[config.mk]
export PLATFORM = sky130hd
export DESIGN_NAME = accumulator_binary_alu
export DESIGN_NICKNAME = d
export VERILOG_FILES = /design/src/accumulator_alu_pkg.sv /design/src/divide_if.sv /design/src/unsigned_serial_divider.sv /design/src/accumulator_bit_ops.sv /design/src/accumulator_binary_alu.sv
export SDC_FILE = /design/constraint.sdc
export NUM_CORES = 1
export LEC_CHECK = 0
export ABC_CLOCK_PERIOD_IN_PS = 10300
export BUFFER_PORTS_ARGS = -buffer_cell sky130_fd_sc_hd__buf_2
export CORE_MARGIN = 1.5
export CORE_UTILIZATION = 35
export CTS_CLUSTER_DIAMETER = 100
export DETAILED_ROUTE_END_ITERATION = 7
export PLACE_DENSITY = 0.62
export SLEW_MARGIN = 30
export SYNTH_ARGS = -nofsm -noshare
export SYNTH_HDL_FRONTEND = slang
export SYNTH_SLANG_ARGS = --single-unit
[constraint.sdc]
create_clock -name clock -period 10.3 [get_ports clock]
set_clock_uncertainty 0.1 [all_clocks]
set_input_delay 2.06 -clock clock [delete_from_list [all_inputs] [get_ports clock]]
set_output_delay 2.06 -clock clock [all_outputs]
set_load 0.02 [all_outputs]
[src/accumulator_alu_pkg.sv]
package accumulator_alu_pkg;

	localparam int ACC_WIDTH = 32;
	localparam int HALF_WIDTH = 16;
	localparam int OPCODE_WIDTH = 4;

	// Opcode encodings seen on the opcode port
	localparam logic [3:0] load_accumulator_op = 4'h0;
	localparam logic [3:0] unsigned_subtract_op = 4'h1;
	localparam logic [3:0] long_subtract_op = 4'h2;
	localparam logic [3:0] unsigned_multiply_op = 4'h3;
	localparam logic [3:0] unsigned_divide_op = 4'h4;
	localparam logic [3:0] bit_count_op = 4'h5;
	localparam logic [3:0] shift_toward_msb_op = 4'h6;
	localparam logic [3:0] shift_toward_lsb_op = 4'h7;
	localparam logic [3:0] bit_position_to_index_op = 4'h8;
	localparam logic [3:0] index_to_onehot_op = 4'h9;

	// Reset values
	localparam logic [31:0] ACC_RESET = 32'h00000000;
	localparam logic [31:0] STACK_RESET = 32'h00000000;
	localparam logic FLAG_RESET = 1'b0;

	// Field positions
	localparam int SIGN_BIT = 31;
	localparam int SHIFT_COUNT_WIDTH = 6;
	localparam int INDEX_WIDTH = 5;
	localparam logic [31:0] INDEX_LIMIT = 32'h0000001f;
	localparam int INDEX_REDUCE_STEPS = 7;

endpackage

[src/divide_if.sv]
`timescale 1ns/1ps
interface divide_if #(parameter int WIDTH = 16);
	logic start;
	logic [WIDTH-1:0] dividend;
	logic [WIDTH-1:0] divisor;
	logic done;
	logic [WIDTH-1:0] quotient;
	logic [WIDTH-1:0] remainder;

	modport requester (output start, output dividend, output divisor,
		input done, input quotient, input remainder);
	modport engine (input start, input dividend, input divisor,
		output done, output quotient, output remainder);
endinterface

[src/unsigned_serial_divider.sv]
`timescale 1ns/1ps
module unsigned_serial_divider #(
	parameter int WIDTH = 16
) (
	input wire logic clock,
	input wire logic sys_rst,
	divide_if.engine div
);
	typedef enum logic {div_idle, div_run} div_state_e;

	div_state_e state_reg;
	logic [WIDTH-1:0] rem_reg;
	logic [WIDTH-1:0] quo_reg;
	logic [$clog2(WIDTH+1)-1:0] count_reg;
	logic done_reg;
	// Divisor held for the whole run; the operand bus may move meanwhile
	logic [WIDTH-1:0] dvs_reg;

	// One restoring step per clock
	wire [WIDTH:0] shifted = {rem_reg, quo_reg[WIDTH-1]};
	wire [WIDTH:0] trial = shifted - {1'b0, dvs_reg};
	wire fits = ~trial[WIDTH];
	wire last_step = (count_reg == 1);

	always_ff @(posedge clock) begin
		if (sys_rst) begin
			state_reg <= div_idle;
			rem_reg <= '0;
			quo_reg <= '0;
			dvs_reg <= '0;
			count_reg <= '0;
			done_reg <= 1'b0;
		end else begin
			done_reg <= 1'b0;
			case (state_reg)
				div_idle: begin
					if (div.start) begin
						rem_reg <= '0;
						quo_reg <= div.dividend;
						dvs_reg <= div.divisor;
						count_reg <= ($clog2(WIDTH+1))'(WIDTH);
						state_reg <= div_run;
					end
				end
				div_run: begin
					rem_reg <= fits ? trial[WIDTH-1:0] : shifted[WIDTH-1:0];
					quo_reg <= {quo_reg[WIDTH-2:0], fits};
					count_reg <= count_reg - 1'b1;
					if (last_step) begin
						done_reg <= 1'b1;
						state_reg <= div_idle;
					end
				end
				default: state_reg <= div_idle;
			endcase
		end
	end

	assign div.done = done_reg;
	assign div.quotient = quo_reg;
	assign div.remainder = rem_reg;
endmodule

[src/accumulator_bit_ops.sv]
`timescale 1ns/1ps
module accumulator_bit_ops #(
	parameter int WIDTH = 32
) (
	input wire logic [WIDTH-1:0] value,
	output logic [5:0] ones_count,
	output logic [4:0] low_index,
	output logic multi_set,
	output logic [WIDTH-1:0] onehot
);
	logic [31:0] reduced;

	always_comb begin
		ones_count = 6'h00;
		low_index = 5'h00;
		reduced = value;
		for (int i = 0; i < WIDTH; i++) begin
			ones_count = ones_count + 6'(value[i]);
		end
		// Scan from the top so the lowest set bit wins
		for (int i = WIDTH - 1; i >= 0; i--) begin
			if (value[i]) begin
				low_index = 5'(i);
			end
		end
		// Divide by 32 until the value fits in five bits
		for (int k = 0; k < accumulator_alu_pkg::INDEX_REDUCE_STEPS; k++) begin
			if (reduced > accumulator_alu_pkg::INDEX_LIMIT) begin
				reduced = reduced >> accumulator_alu_pkg::INDEX_WIDTH;
			end
		end
	end

	assign multi_set = (ones_count > 6'h01);
	assign onehot = WIDTH'(1) << reduced[4:0];
endmodule

[src/accumulator_binary_alu.sv]
// Function
// - Subtract a 16-bit operand; difference lands in the accumulator.
// - 16-bit subtract needing a borrow sets the short borrow flag.
// - 32-bit subtract needing a borrow sets the long borrow flag.
// - Zero flag set when the result is zero, cleared otherwise; load and decode leave it unchanged.
// - Negative flag set when resulting accumulator is negative, except after load, bit count or decode, which leave it unchanged.
// - Flags hold until a later operation owning that flag rewrites it.
// - Multiply 16-bit operand by accumulator; full 32-bit product kept.
// - Divide: quotient to accumulator, remainder to first stack level.
// - Divide sets range flag for an operand it cannot handle.
// - Bit count replaces accumulator with number of one bits.
// - Left shift by 1 to 32, zero fill, top bits discarded.
// - Right shift by 1 to 32, zero fill, bottom bits lost.
// - Encode gives the set bit position; bit 31 gives 1f.
// - Encode of 0000 or 0001 yields zero.
// - Several set bits: encode lowest one and set operand range flag.
// - Decode of value 0 to 31 sets that bit position.
// - Decode of value f sets bit 15.
// - Decode input above 31 divided by 32 until below 32.
// - 16-bit arithmetic uses the low 16 accumulator bits as its operand.
`timescale 1ns/1ps
module accumulator_binary_alu #(
	parameter int ACC_WIDTH = 32,
	parameter int HALF_WIDTH = 16
) (
	input wire logic clock,
	input wire logic sys_rst,
	input wire logic start,
	input wire logic [3:0] opcode,
	input wire logic [31:0] operand,
	output logic busy,
	output logic done,
	output logic [31:0] accumulator,
	output logic [31:0] stack_level1,
	output logic zero_result_flag,
	output logic negative_result_flag,
	output logic short_borrow_flag,
	output logic long_borrow_flag,
	output logic operand_range_flag
);
	typedef enum logic {alu_ready, alu_dividing} alu_state_e;

	alu_state_e state_reg;
	logic [31:0] acc_reg;
	logic [31:0] stack_reg;
	logic zero_reg;
	logic neg_reg;
	logic sborrow_reg;
	logic lborrow_reg;
	logic range_reg;
	logic done_reg;

	divide_if #(.WIDTH(HALF_WIDTH)) div_link ();

	wire [5:0] ones_count;
	wire [4:0] low_index;
	wire multi_set;
	wire [31:0] onehot;

	accumulator_bit_ops #(.WIDTH(ACC_WIDTH)) bit_ops (
		.value(acc_reg),
		.ones_count(ones_count),
		.low_index(low_index),
		.multi_set(multi_set),
		.onehot(onehot)
	);

	unsigned_serial_divider #(.WIDTH(HALF_WIDTH)) divider (
		.clock(clock),
		.sys_rst(sys_rst),
		.div(div_link.engine)
	);

	// Instruction decode
	wire accept = start && (state_reg == alu_ready);
	wire is_load = (opcode == accumulator_alu_pkg::load_accumulator_op);
	wire is_sub = (opcode == accumulator_alu_pkg::unsigned_subtract_op);
	wire is_lsub = (opcode == accumulator_alu_pkg::long_subtract_op);
	wire is_mul = (opcode == accumulator_alu_pkg::unsigned_multiply_op);
	wire is_div = (opcode == accumulator_alu_pkg::unsigned_divide_op);
	wire is_sum = (opcode == accumulator_alu_pkg::bit_count_op);
	wire is_shl = (opcode == accumulator_alu_pkg::shift_toward_msb_op);
	wire is_shr = (opcode == accumulator_alu_pkg::shift_toward_lsb_op);
	wire is_enc = (opcode == accumulator_alu_pkg::bit_position_to_index_op);
	wire is_dec = (opcode == accumulator_alu_pkg::index_to_onehot_op);

	// 16-bit arithmetic sees only the low half of the accumulator
	wire [15:0] acc_low = acc_reg[15:0];
	wire [15:0] op_low = operand[15:0];
	wire div_by_zero = (op_low == 16'h0000);
	wire div_launch = accept && is_div && !div_by_zero;

	// Result candidates
	wire [31:0] sub_result = {16'h0000, acc_low} - {16'h0000, op_low};
	wire sub_borrow = (acc_low < op_low);
	wire [31:0] lsub_result = acc_reg - operand;
	wire lsub_borrow = (acc_reg < operand);
	wire [31:0] mul_result = {16'h0000, acc_low} * {16'h0000, op_low};
	wire [5:0] shift_count = operand[5:0];
	wire [31:0] shl_result = acc_reg << shift_count;
	wire [31:0] shr_result = acc_reg >> shift_count;
	wire [31:0] div_quotient = {16'h0000, div_link.quotient};
	wire [31:0] div_remainder = {16'h0000, div_link.remainder};

	// Single-cycle result mux; divide by zero leaves the accumulator alone
	wire [31:0] quick_result =
		is_load ? operand :
		is_sub ? sub_result :
		is_lsub ? lsub_result :
		is_mul ? mul_result :
		is_sum ? {26'h0, ones_count} :
		is_shl ? shl_result :
		is_shr ? shr_result :
		is_enc ? {27'h0, low_index} :
		is_dec ? onehot :
		acc_reg;

	wire quick_commit = accept && !div_launch;
	wire div_commit = div_link.done && (state_reg == alu_dividing);
	wire [31:0] acc_next = div_commit ? div_quotient : quick_result;

	// Which flags this instruction owns; others keep their value
	wire upd_zn = is_sub || is_lsub || is_mul || is_div || is_shl ||
		is_shr || is_enc;
	wire upd_zero = upd_zn || is_sum;
	wire upd_range = is_div || is_enc;

	wire zero_next = (acc_next == accumulator_alu_pkg::ACC_RESET);
	wire neg_next = acc_next[accumulator_alu_pkg::SIGN_BIT];
	wire range_next = is_div ? div_by_zero : multi_set;

	assign div_link.start = div_launch;
	assign div_link.dividend = acc_low;
	assign div_link.divisor = op_low;

	always_ff @(posedge clock) begin
		if (sys_rst) begin
			state_reg <= alu_ready;
		end else if (div_launch) begin
			state_reg <= alu_dividing;
		end else if (div_commit) begin
			state_reg <= alu_ready;
		end
	end

	always_ff @(posedge clock) begin
		if (sys_rst) begin
			acc_reg <= accumulator_alu_pkg::ACC_RESET;
			stack_reg <= accumulator_alu_pkg::STACK_RESET;
			done_reg <= 1'b0;
		end else begin
			done_reg <= quick_commit || div_commit;
			if (quick_commit) begin
				acc_reg <= quick_result;
			end else if (div_commit) begin
				acc_reg <= div_quotient;
				stack_reg <= div_remainder;
			end
			if (quick_commit && is_load) begin
				stack_reg <= acc_reg;
			end
		end
	end

	// Flags change only on instructions that own them
	always_ff @(posedge clock) begin
		if (sys_rst) begin
			zero_reg <= accumulator_alu_pkg::FLAG_RESET;
			neg_reg <= accumulator_alu_pkg::FLAG_RESET;
			sborrow_reg <= accumulator_alu_pkg::FLAG_RESET;
			lborrow_reg <= accumulator_alu_pkg::FLAG_RESET;
			range_reg <= accumulator_alu_pkg::FLAG_RESET;
		end else if (div_commit) begin
			zero_reg <= zero_next;
			neg_reg <= neg_next;
			range_reg <= 1'b0;
		end else if (quick_commit) begin
			if (upd_zero) begin
				zero_reg <= zero_next;
			end
			if (upd_zn) begin
				neg_reg <= neg_next;
			end
			if (is_sub) begin
				sborrow_reg <= sub_borrow;
			end
			if (is_lsub) begin
				lborrow_reg <= lsub_borrow;
			end
			if (upd_range) begin
				range_reg <= range_next;
			end
		end
	end

	assign busy = (state_reg == alu_dividing);
	assign done = done_reg;
	assign accumulator = acc_reg;
	assign stack_level1 = stack_reg;
	assign zero_result_flag = zero_reg;
	assign negative_result_flag = neg_reg;
	assign short_borrow_flag = sborrow_reg;
	assign long_borrow_flag = lborrow_reg;
	assign operand_range_flag = range_reg;
endmodule

After elaboration in Yosys (flattened, before gate mapping). Index checks and enable logic that the tools add are counted.

Register bits: 126. Input bits: 39. Output and inout bits: 71. Word-level logic and storage cells: 188.

$add $sub $neg: 35. Multiply operators: 1. Order comparisons: 10. Equality and inequality tests: 12. Shifts and indexed selects: 3. Mux-type cells: 74. Bitwise gates (word level): 4. Reduce and logical (&&, ||, !) cells: 34.

Operators with widths (count): $mux W32 (21); $gt A32 B5 Y1 const B (7); $add A6 B1 Y6 (30); $mux W5 (34); $pmux W16 S2 (2); $mux W16 (3); $logic_not A32 Y1 (1); $lt A32 B32 Y1 (1); $mul A16 B16 Y32 (1); $shl A1 B5 Y32 const A (1); $shl A32 B6 Y32 (1); $shr A32 B6 Y32 (1); $sub A32 B32 Y32 (1); $sub A16 B16 Y17 (1); $sub A17 B16 Y17 (1); $eq A4 B3 Y1 const B (4); $logic_not A16 Y1 (1); $lt A16 B16 Y1 (1); $mux W1 (12); $pmux W5 S2 (1); $reduce_and A2 Y1 (5); $reduce_bool A2 Y1 (5); $logic_or A1 B1 Y1 (9); $eq A4 B2 Y1 const B (2); 15 further kinds (27).

Logic depth before layout (Yosys ltp).
Depth in word-level cells: 45. Depth in mapped cells: 32.

Modules after synthesis. A second synthesis with hierarchy kept.

Cell total of the unflattened synthesis: 3139. Area, all modules: 23766.5 sq um.

By module, submodules not included: accumulator_binary_alu (times used 1, cells each 2510, area each 18938.2 sq um); unsigned_serial_divider (times used 1, cells each 385, area each 3091.7 sq um); accumulator_bit_ops (times used 1, cells each 244, area each 1736.7 sq um).

Worst setup path before layout. Ideal clock, no wire load.

Path type: input to register. Start point: input port operand[3]. End point: register zero_reg, in the netlist zero_result_flag. Arrival time: 9620 ps. Required time: 10124 ps. Path slack: 504 ps. Cell stages on the path: 29. Buffers on the path: 6. Cell sequence: buf_2 > buf_2 > buf_1 > buf_2 > buf_1 > clkbuf_1 > nand2_1 > fa_1 > inv_1 > fa_1 > inv_1 > fa_1 > fa_1 > inv_1 > fa_1 > fa_1 > ha_1 > a21o_1 > a2111oi_0 > o32ai_1 > a21oi_1 > o211ai_1 > a41oi_1 > o32ai_1 > a221oi_1 > nor4_1 > a2111oi_0 > nand4_1 > o22ai_1.

Longest elaborated chain between the ends: 13. Elaborated cells on any way between the ends: 24.

Ends and longest elaborated chain: start: declaration (line accumulator_binary_alu.sv:30) `input wire logic [31:0] operand,`; parallel branches: the longest is 13 deep, another holds $mul A16 B16 Y32; end signal: assignment (line accumulator_binary_alu.sv:168) `zero_reg <= accumulator_alu_pkg::FLAG_RESET;`; end signal: assignment (line accumulator_binary_alu.sv:174) `zero_reg <= zero_next;`; end signal: assignment (line accumulator_binary_alu.sv:179) `zero_reg <= zero_next;`; end: declaration (line accumulator_binary_alu.sv:46) `logic zero_reg;`.

Parallel ways; which one is timed is not known. The select of a mux whose other input is x is not followed. A chain may end at the register's enable or synchronous reset.

Worst setup path after layout.
Start point: input port operand[12]. End point: register zero_reg, in the netlist zero_result_flag.

Longest elaborated chain between the ends: 10. Elaborated cells on any way between the ends: 19.

Ends and longest elaborated chain: $mul A16 B16 Y32 (line accumulator_binary_alu.sv:98) `wire [31:0] mul_result = {16'h0000, acc_low} * {16'h0000, op_low};`; $mux W32 (line accumulator_binary_alu.sv:110) `is_mul ? mul_result :`; $mux W32 (line accumulator_binary_alu.sv:109) `is_lsub ? lsub_result :`; $mux W32 (line accumulator_binary_alu.sv:108) `is_sub ? sub_result :`; $mux W32 (line accumulator_binary_alu.sv:107) `is_load ? operand :`; $mux W32 (line accumulator_binary_alu.sv:120) `wire [31:0] acc_next = div_commit ? div_quotient : quick_result;`; $logic_not A32 Y1 (line accumulator_binary_alu.sv:128) `wire zero_next = (acc_next == accumulator_alu_pkg::ACC_RESET);`; $mux W1 (line accumulator_binary_alu.sv:178) `if (upd_zero) begin`; $mux W1 (line accumulator_binary_alu.sv:177) `end else if (quick_commit) begin`; $mux W1 (line accumulator_binary_alu.sv:173) `end else if (div_commit) begin`.

Several ways; a longest one is shown, not always the timed one. The select of a mux whose other input is x is not followed.

==> run metrics <==
CP Capture Type flip-flop; Hold Path Class flip-flop to flip-flop; Pleak 11.5 nW; Max clock buf depth 2; die width about 260 µm; P_int 0.00210 W; DP Area roughly 25000 µm²; total number of vias 25400; first-pass GRT wire length 164 mm; H-tree Lvls 4; total core area 67400 µm²; Crit Path Max Fanout 13; Via density 6.25; Num Clock Sinks approximately 130; post-CTS sizing 0; final hold violation count 0; Post-Syn Nets between 3000 and 4000; die height roughly 260 µm; Critical Path AT 9.72 ns; clock power share 0.145; VDD IR max 0.151 mV; first-pass detailed-route iteration total 6; period utilization 0.916; Synth Instances 3193; drt total wl between 100 and 150 mm; initial antenna violation count 7; final-layout fill cell count 7123; Min Clock Period, post-route 9.44 ns; PortBufs 109; Pins Over Slew Limit 0; switching pwr ~0.0024 W; gr ovfl total 0; pin count of the biggest net entering global routing 67; mean post-synth cell area 7.49 µm²; Setup WS post-layout about 0.86 ns; power density cells 174 nW/µm²; Max-Cap Viols 0; Post-synth EDFFs 0; sequential power share 0.123; post-CTS repair timing setup buffer count 0; fin area 25900 µm²; Die Area ~70000 µm²; leading area contributor after synthesis fa_1; Combinational Power Share 0.733; WL/cell 27.4 µm; Netlist Area Pre-Place roughly 24000 µm²; Hold Buf Count CTS 0; Critical Path Start Type input pin; Hold Slack 0.354 ns; Slew headroom 0.267; GRT Util Overall 0.314; Setup CP Type input pin to flip-flop; Max Clk Rate 106 MHz; Clock Latency Late Sink 0.46 ns; number of remaining DRC errors 0; final setup TNS 0 ns; Synth Warn # 0; Sw Ratio 0.533; RSZ-0062 raised after global routing false; IO Count 110; DP HPWL between 80 and 90 mm; routability congestion estimate 1.05; outcome completed; FF+latch count, synth 126; Post-synth ARST share 0; main flop type after synthesis dfxtp_1; register area share after synthesis 0.106; Area Overhead vs Synth 8.55%; pin slew with the least headroom to its limit 1.09 ns; worst endpoint required time between 10 and 15 ns; fin nets 3620; post-route ant nets 0; Clock Root Buffer clkbuf_16; Initial Util 0.355; CTS Buf Count 17; First DRT Iteration DRCs 3402; Area contributors post-synth fa_1 (18%), dfxtp_1 (11%), ha_1 (9.4%); final setup fails 0; number of global-route vias before repair 24600; ratio of cells with drive above 1 in the final layout 0.105; Netlist cell types 101; top cell type's share of synthesized area 0.184; FP Rows 95; CTS tree built; Worst-path clk slew 0.06 ns; pre-CTS setup slack 0.529 ns
==> synthesized netlist by cell type, types with 11 or more instances <==
library cell	count
nand2_1	460
inv_1	331
nor2_1	315
a21oi_1	231
fa_1	220
ha_1	179
clkbuf_1	149
o21ai_0	133
dfxtp_1	126
mux2i_1	95
nand3_1	69
nor3_1	63
a211oi_1	42
buf_1	41
nand2b_1	33
xnor2_1	32
buf_2	30
a21o_1	28
a311oi_1	28
o211ai_1	28
mux4_2	27
o22ai_1	27
and3_1	25
mux2_2	25
nor4_1	25
a31oi_1	23
and2_1	20
nand4_1	20
xor2_1	20
nor2b_1	19
or3_1	19
a221oi_1	17
o31ai_1	17
or2_2	16
a211o_1	15
o221ai_1	15
a2111oi_0	14
a32oi_1	12
o21a_1	12
a22oi_1	11
==> metrics by stage <==
step	power (W)	utilization	instances
finish	0.00451	0.385	4069
CTS	0.00442	0.385	4068
detailed placement	0.00375	0.376	4036
global route	0.00481	0.385	4068
global placement	0.00375	0.375	4034
floorplan	0.00275	-	3193
==> path summary, 6_finish.rpt <==
path / cells after the start / slack [ns] / end / startpoint
worst max-delay path: 24 / 0.86 / zero_result_flag$_SDFFE_PP0P_ / operand[12]
worst min-delay path: 2 / 0.35 / divider.dvs_reg[15]$_SDFFE_PP0P_ / divider.dvs_reg[15]$_SDFFE_PP0P_
worst max register to register: 23 / 1.93 / zero_result_flag$_SDFFE_PP0P_ / accumulator[4]$_SDFFE_PP0P_
worst min register to register: 2 / 0.35 / divider.dvs_reg[15]$_SDFFE_PP0P_ / divider.dvs_reg[15]$_SDFFE_PP0P_
==> final cells by class <==
type	instances	area [µm²]	share of cell area
multi-input combinational	2504	19200	0.742
sequential	126	2530	0.0975
inverter	340	1280	0.0492
timing repair buffer	193	1180	0.0456
tap	873	1090	0.0421
clock buffer	17	425	0.0164
clock inverter	15	195	0.00752
antenna	1	2.50	0.0000964
==> metal layers <==
layer	vias up	wire length (µm)	part of all wire	GRT usage
met2	1584	47300	0.43	0.469
met5	-	34	0.00031	0
met3	327	13100	0.12	0.0767
met1	12400	45500	0.41	0.428
li1	11100	-	-	-
met4	6	5340	0.048	0.140
==> cell usage in the layout (no fill, tap or decap), drive strengths merged, types with 23 or more instances in the layout <==
cell,netlist,layout
nand2,460,460
inv,336,337
nor2,316,316
a21oi,232,232
fa,220,220
buf,74,192
ha,179,179
o21ai,142,142
dfxtp,126,126
mux2i,95,95
nand3,70,70
nor3,63,63
a211oi,43,43
nand2b,33,33
xnor2,32,32
nor4,31,31
a311oi,28,28
o211ai,28,28
a21o,28,28
o22ai,27,27
mux4,27,27
and3,26,26
mux2,26,26
a31oi,23,23
==> worst max-delay path, cell delays in order <==
cell and delay (ns):
buf_2 0.18, inv_1 0.37, nor2_1 0.13, fa_1 0.58, fa_1 0.44, fa_1 0.55, inv_1 0.06, fa_1 0.52
inv_1 0.05, fa_1 0.52, fa_1 0.49, ha_1 0.38, a21o_1 0.26, a2111oi_0 0.68, o32ai_1 0.15, a21oi_1 0.31
o211ai_1 0.23, a41oi_1 0.30, o32ai_1 0.12, a221oi_1 0.39, nor4_1 0.16, a2111oi_0 0.45, nand4_1 0.17, o22ai_1 0.16
==> power by group through the flow <==
| stage | clock network, W | registers (W) | logic (W) |
|---|---|---|---|
| floorplan | 0 | 0.000564 | 0.00219 |
| CTS | 0.000660 | 0.000550 | 0.00321 |
| detailed placement | 0 | 0.000561 | 0.00319 |
| global route | 0.000679 | 0.000553 | 0.00357 |
| finish | 0.000652 | 0.000553 | 0.00330 |
| global placement | 0 | 0.000560 | 0.00319 |
==> cells by family after synthesis <==
group,after synthesis,share of synthesized area
XOR/XNOR,52,0.0191
AO/OA/AOI/OAI,769,0.214
adder cells (fa/ha/maj),399,0.278
AND/OR/NAND/NOR,1136,0.215
flip-flops,126,0.106
multiplexers,148,0.0775
buffers and inverters,563,0.0906
Power figures use the tool's default switching activity.
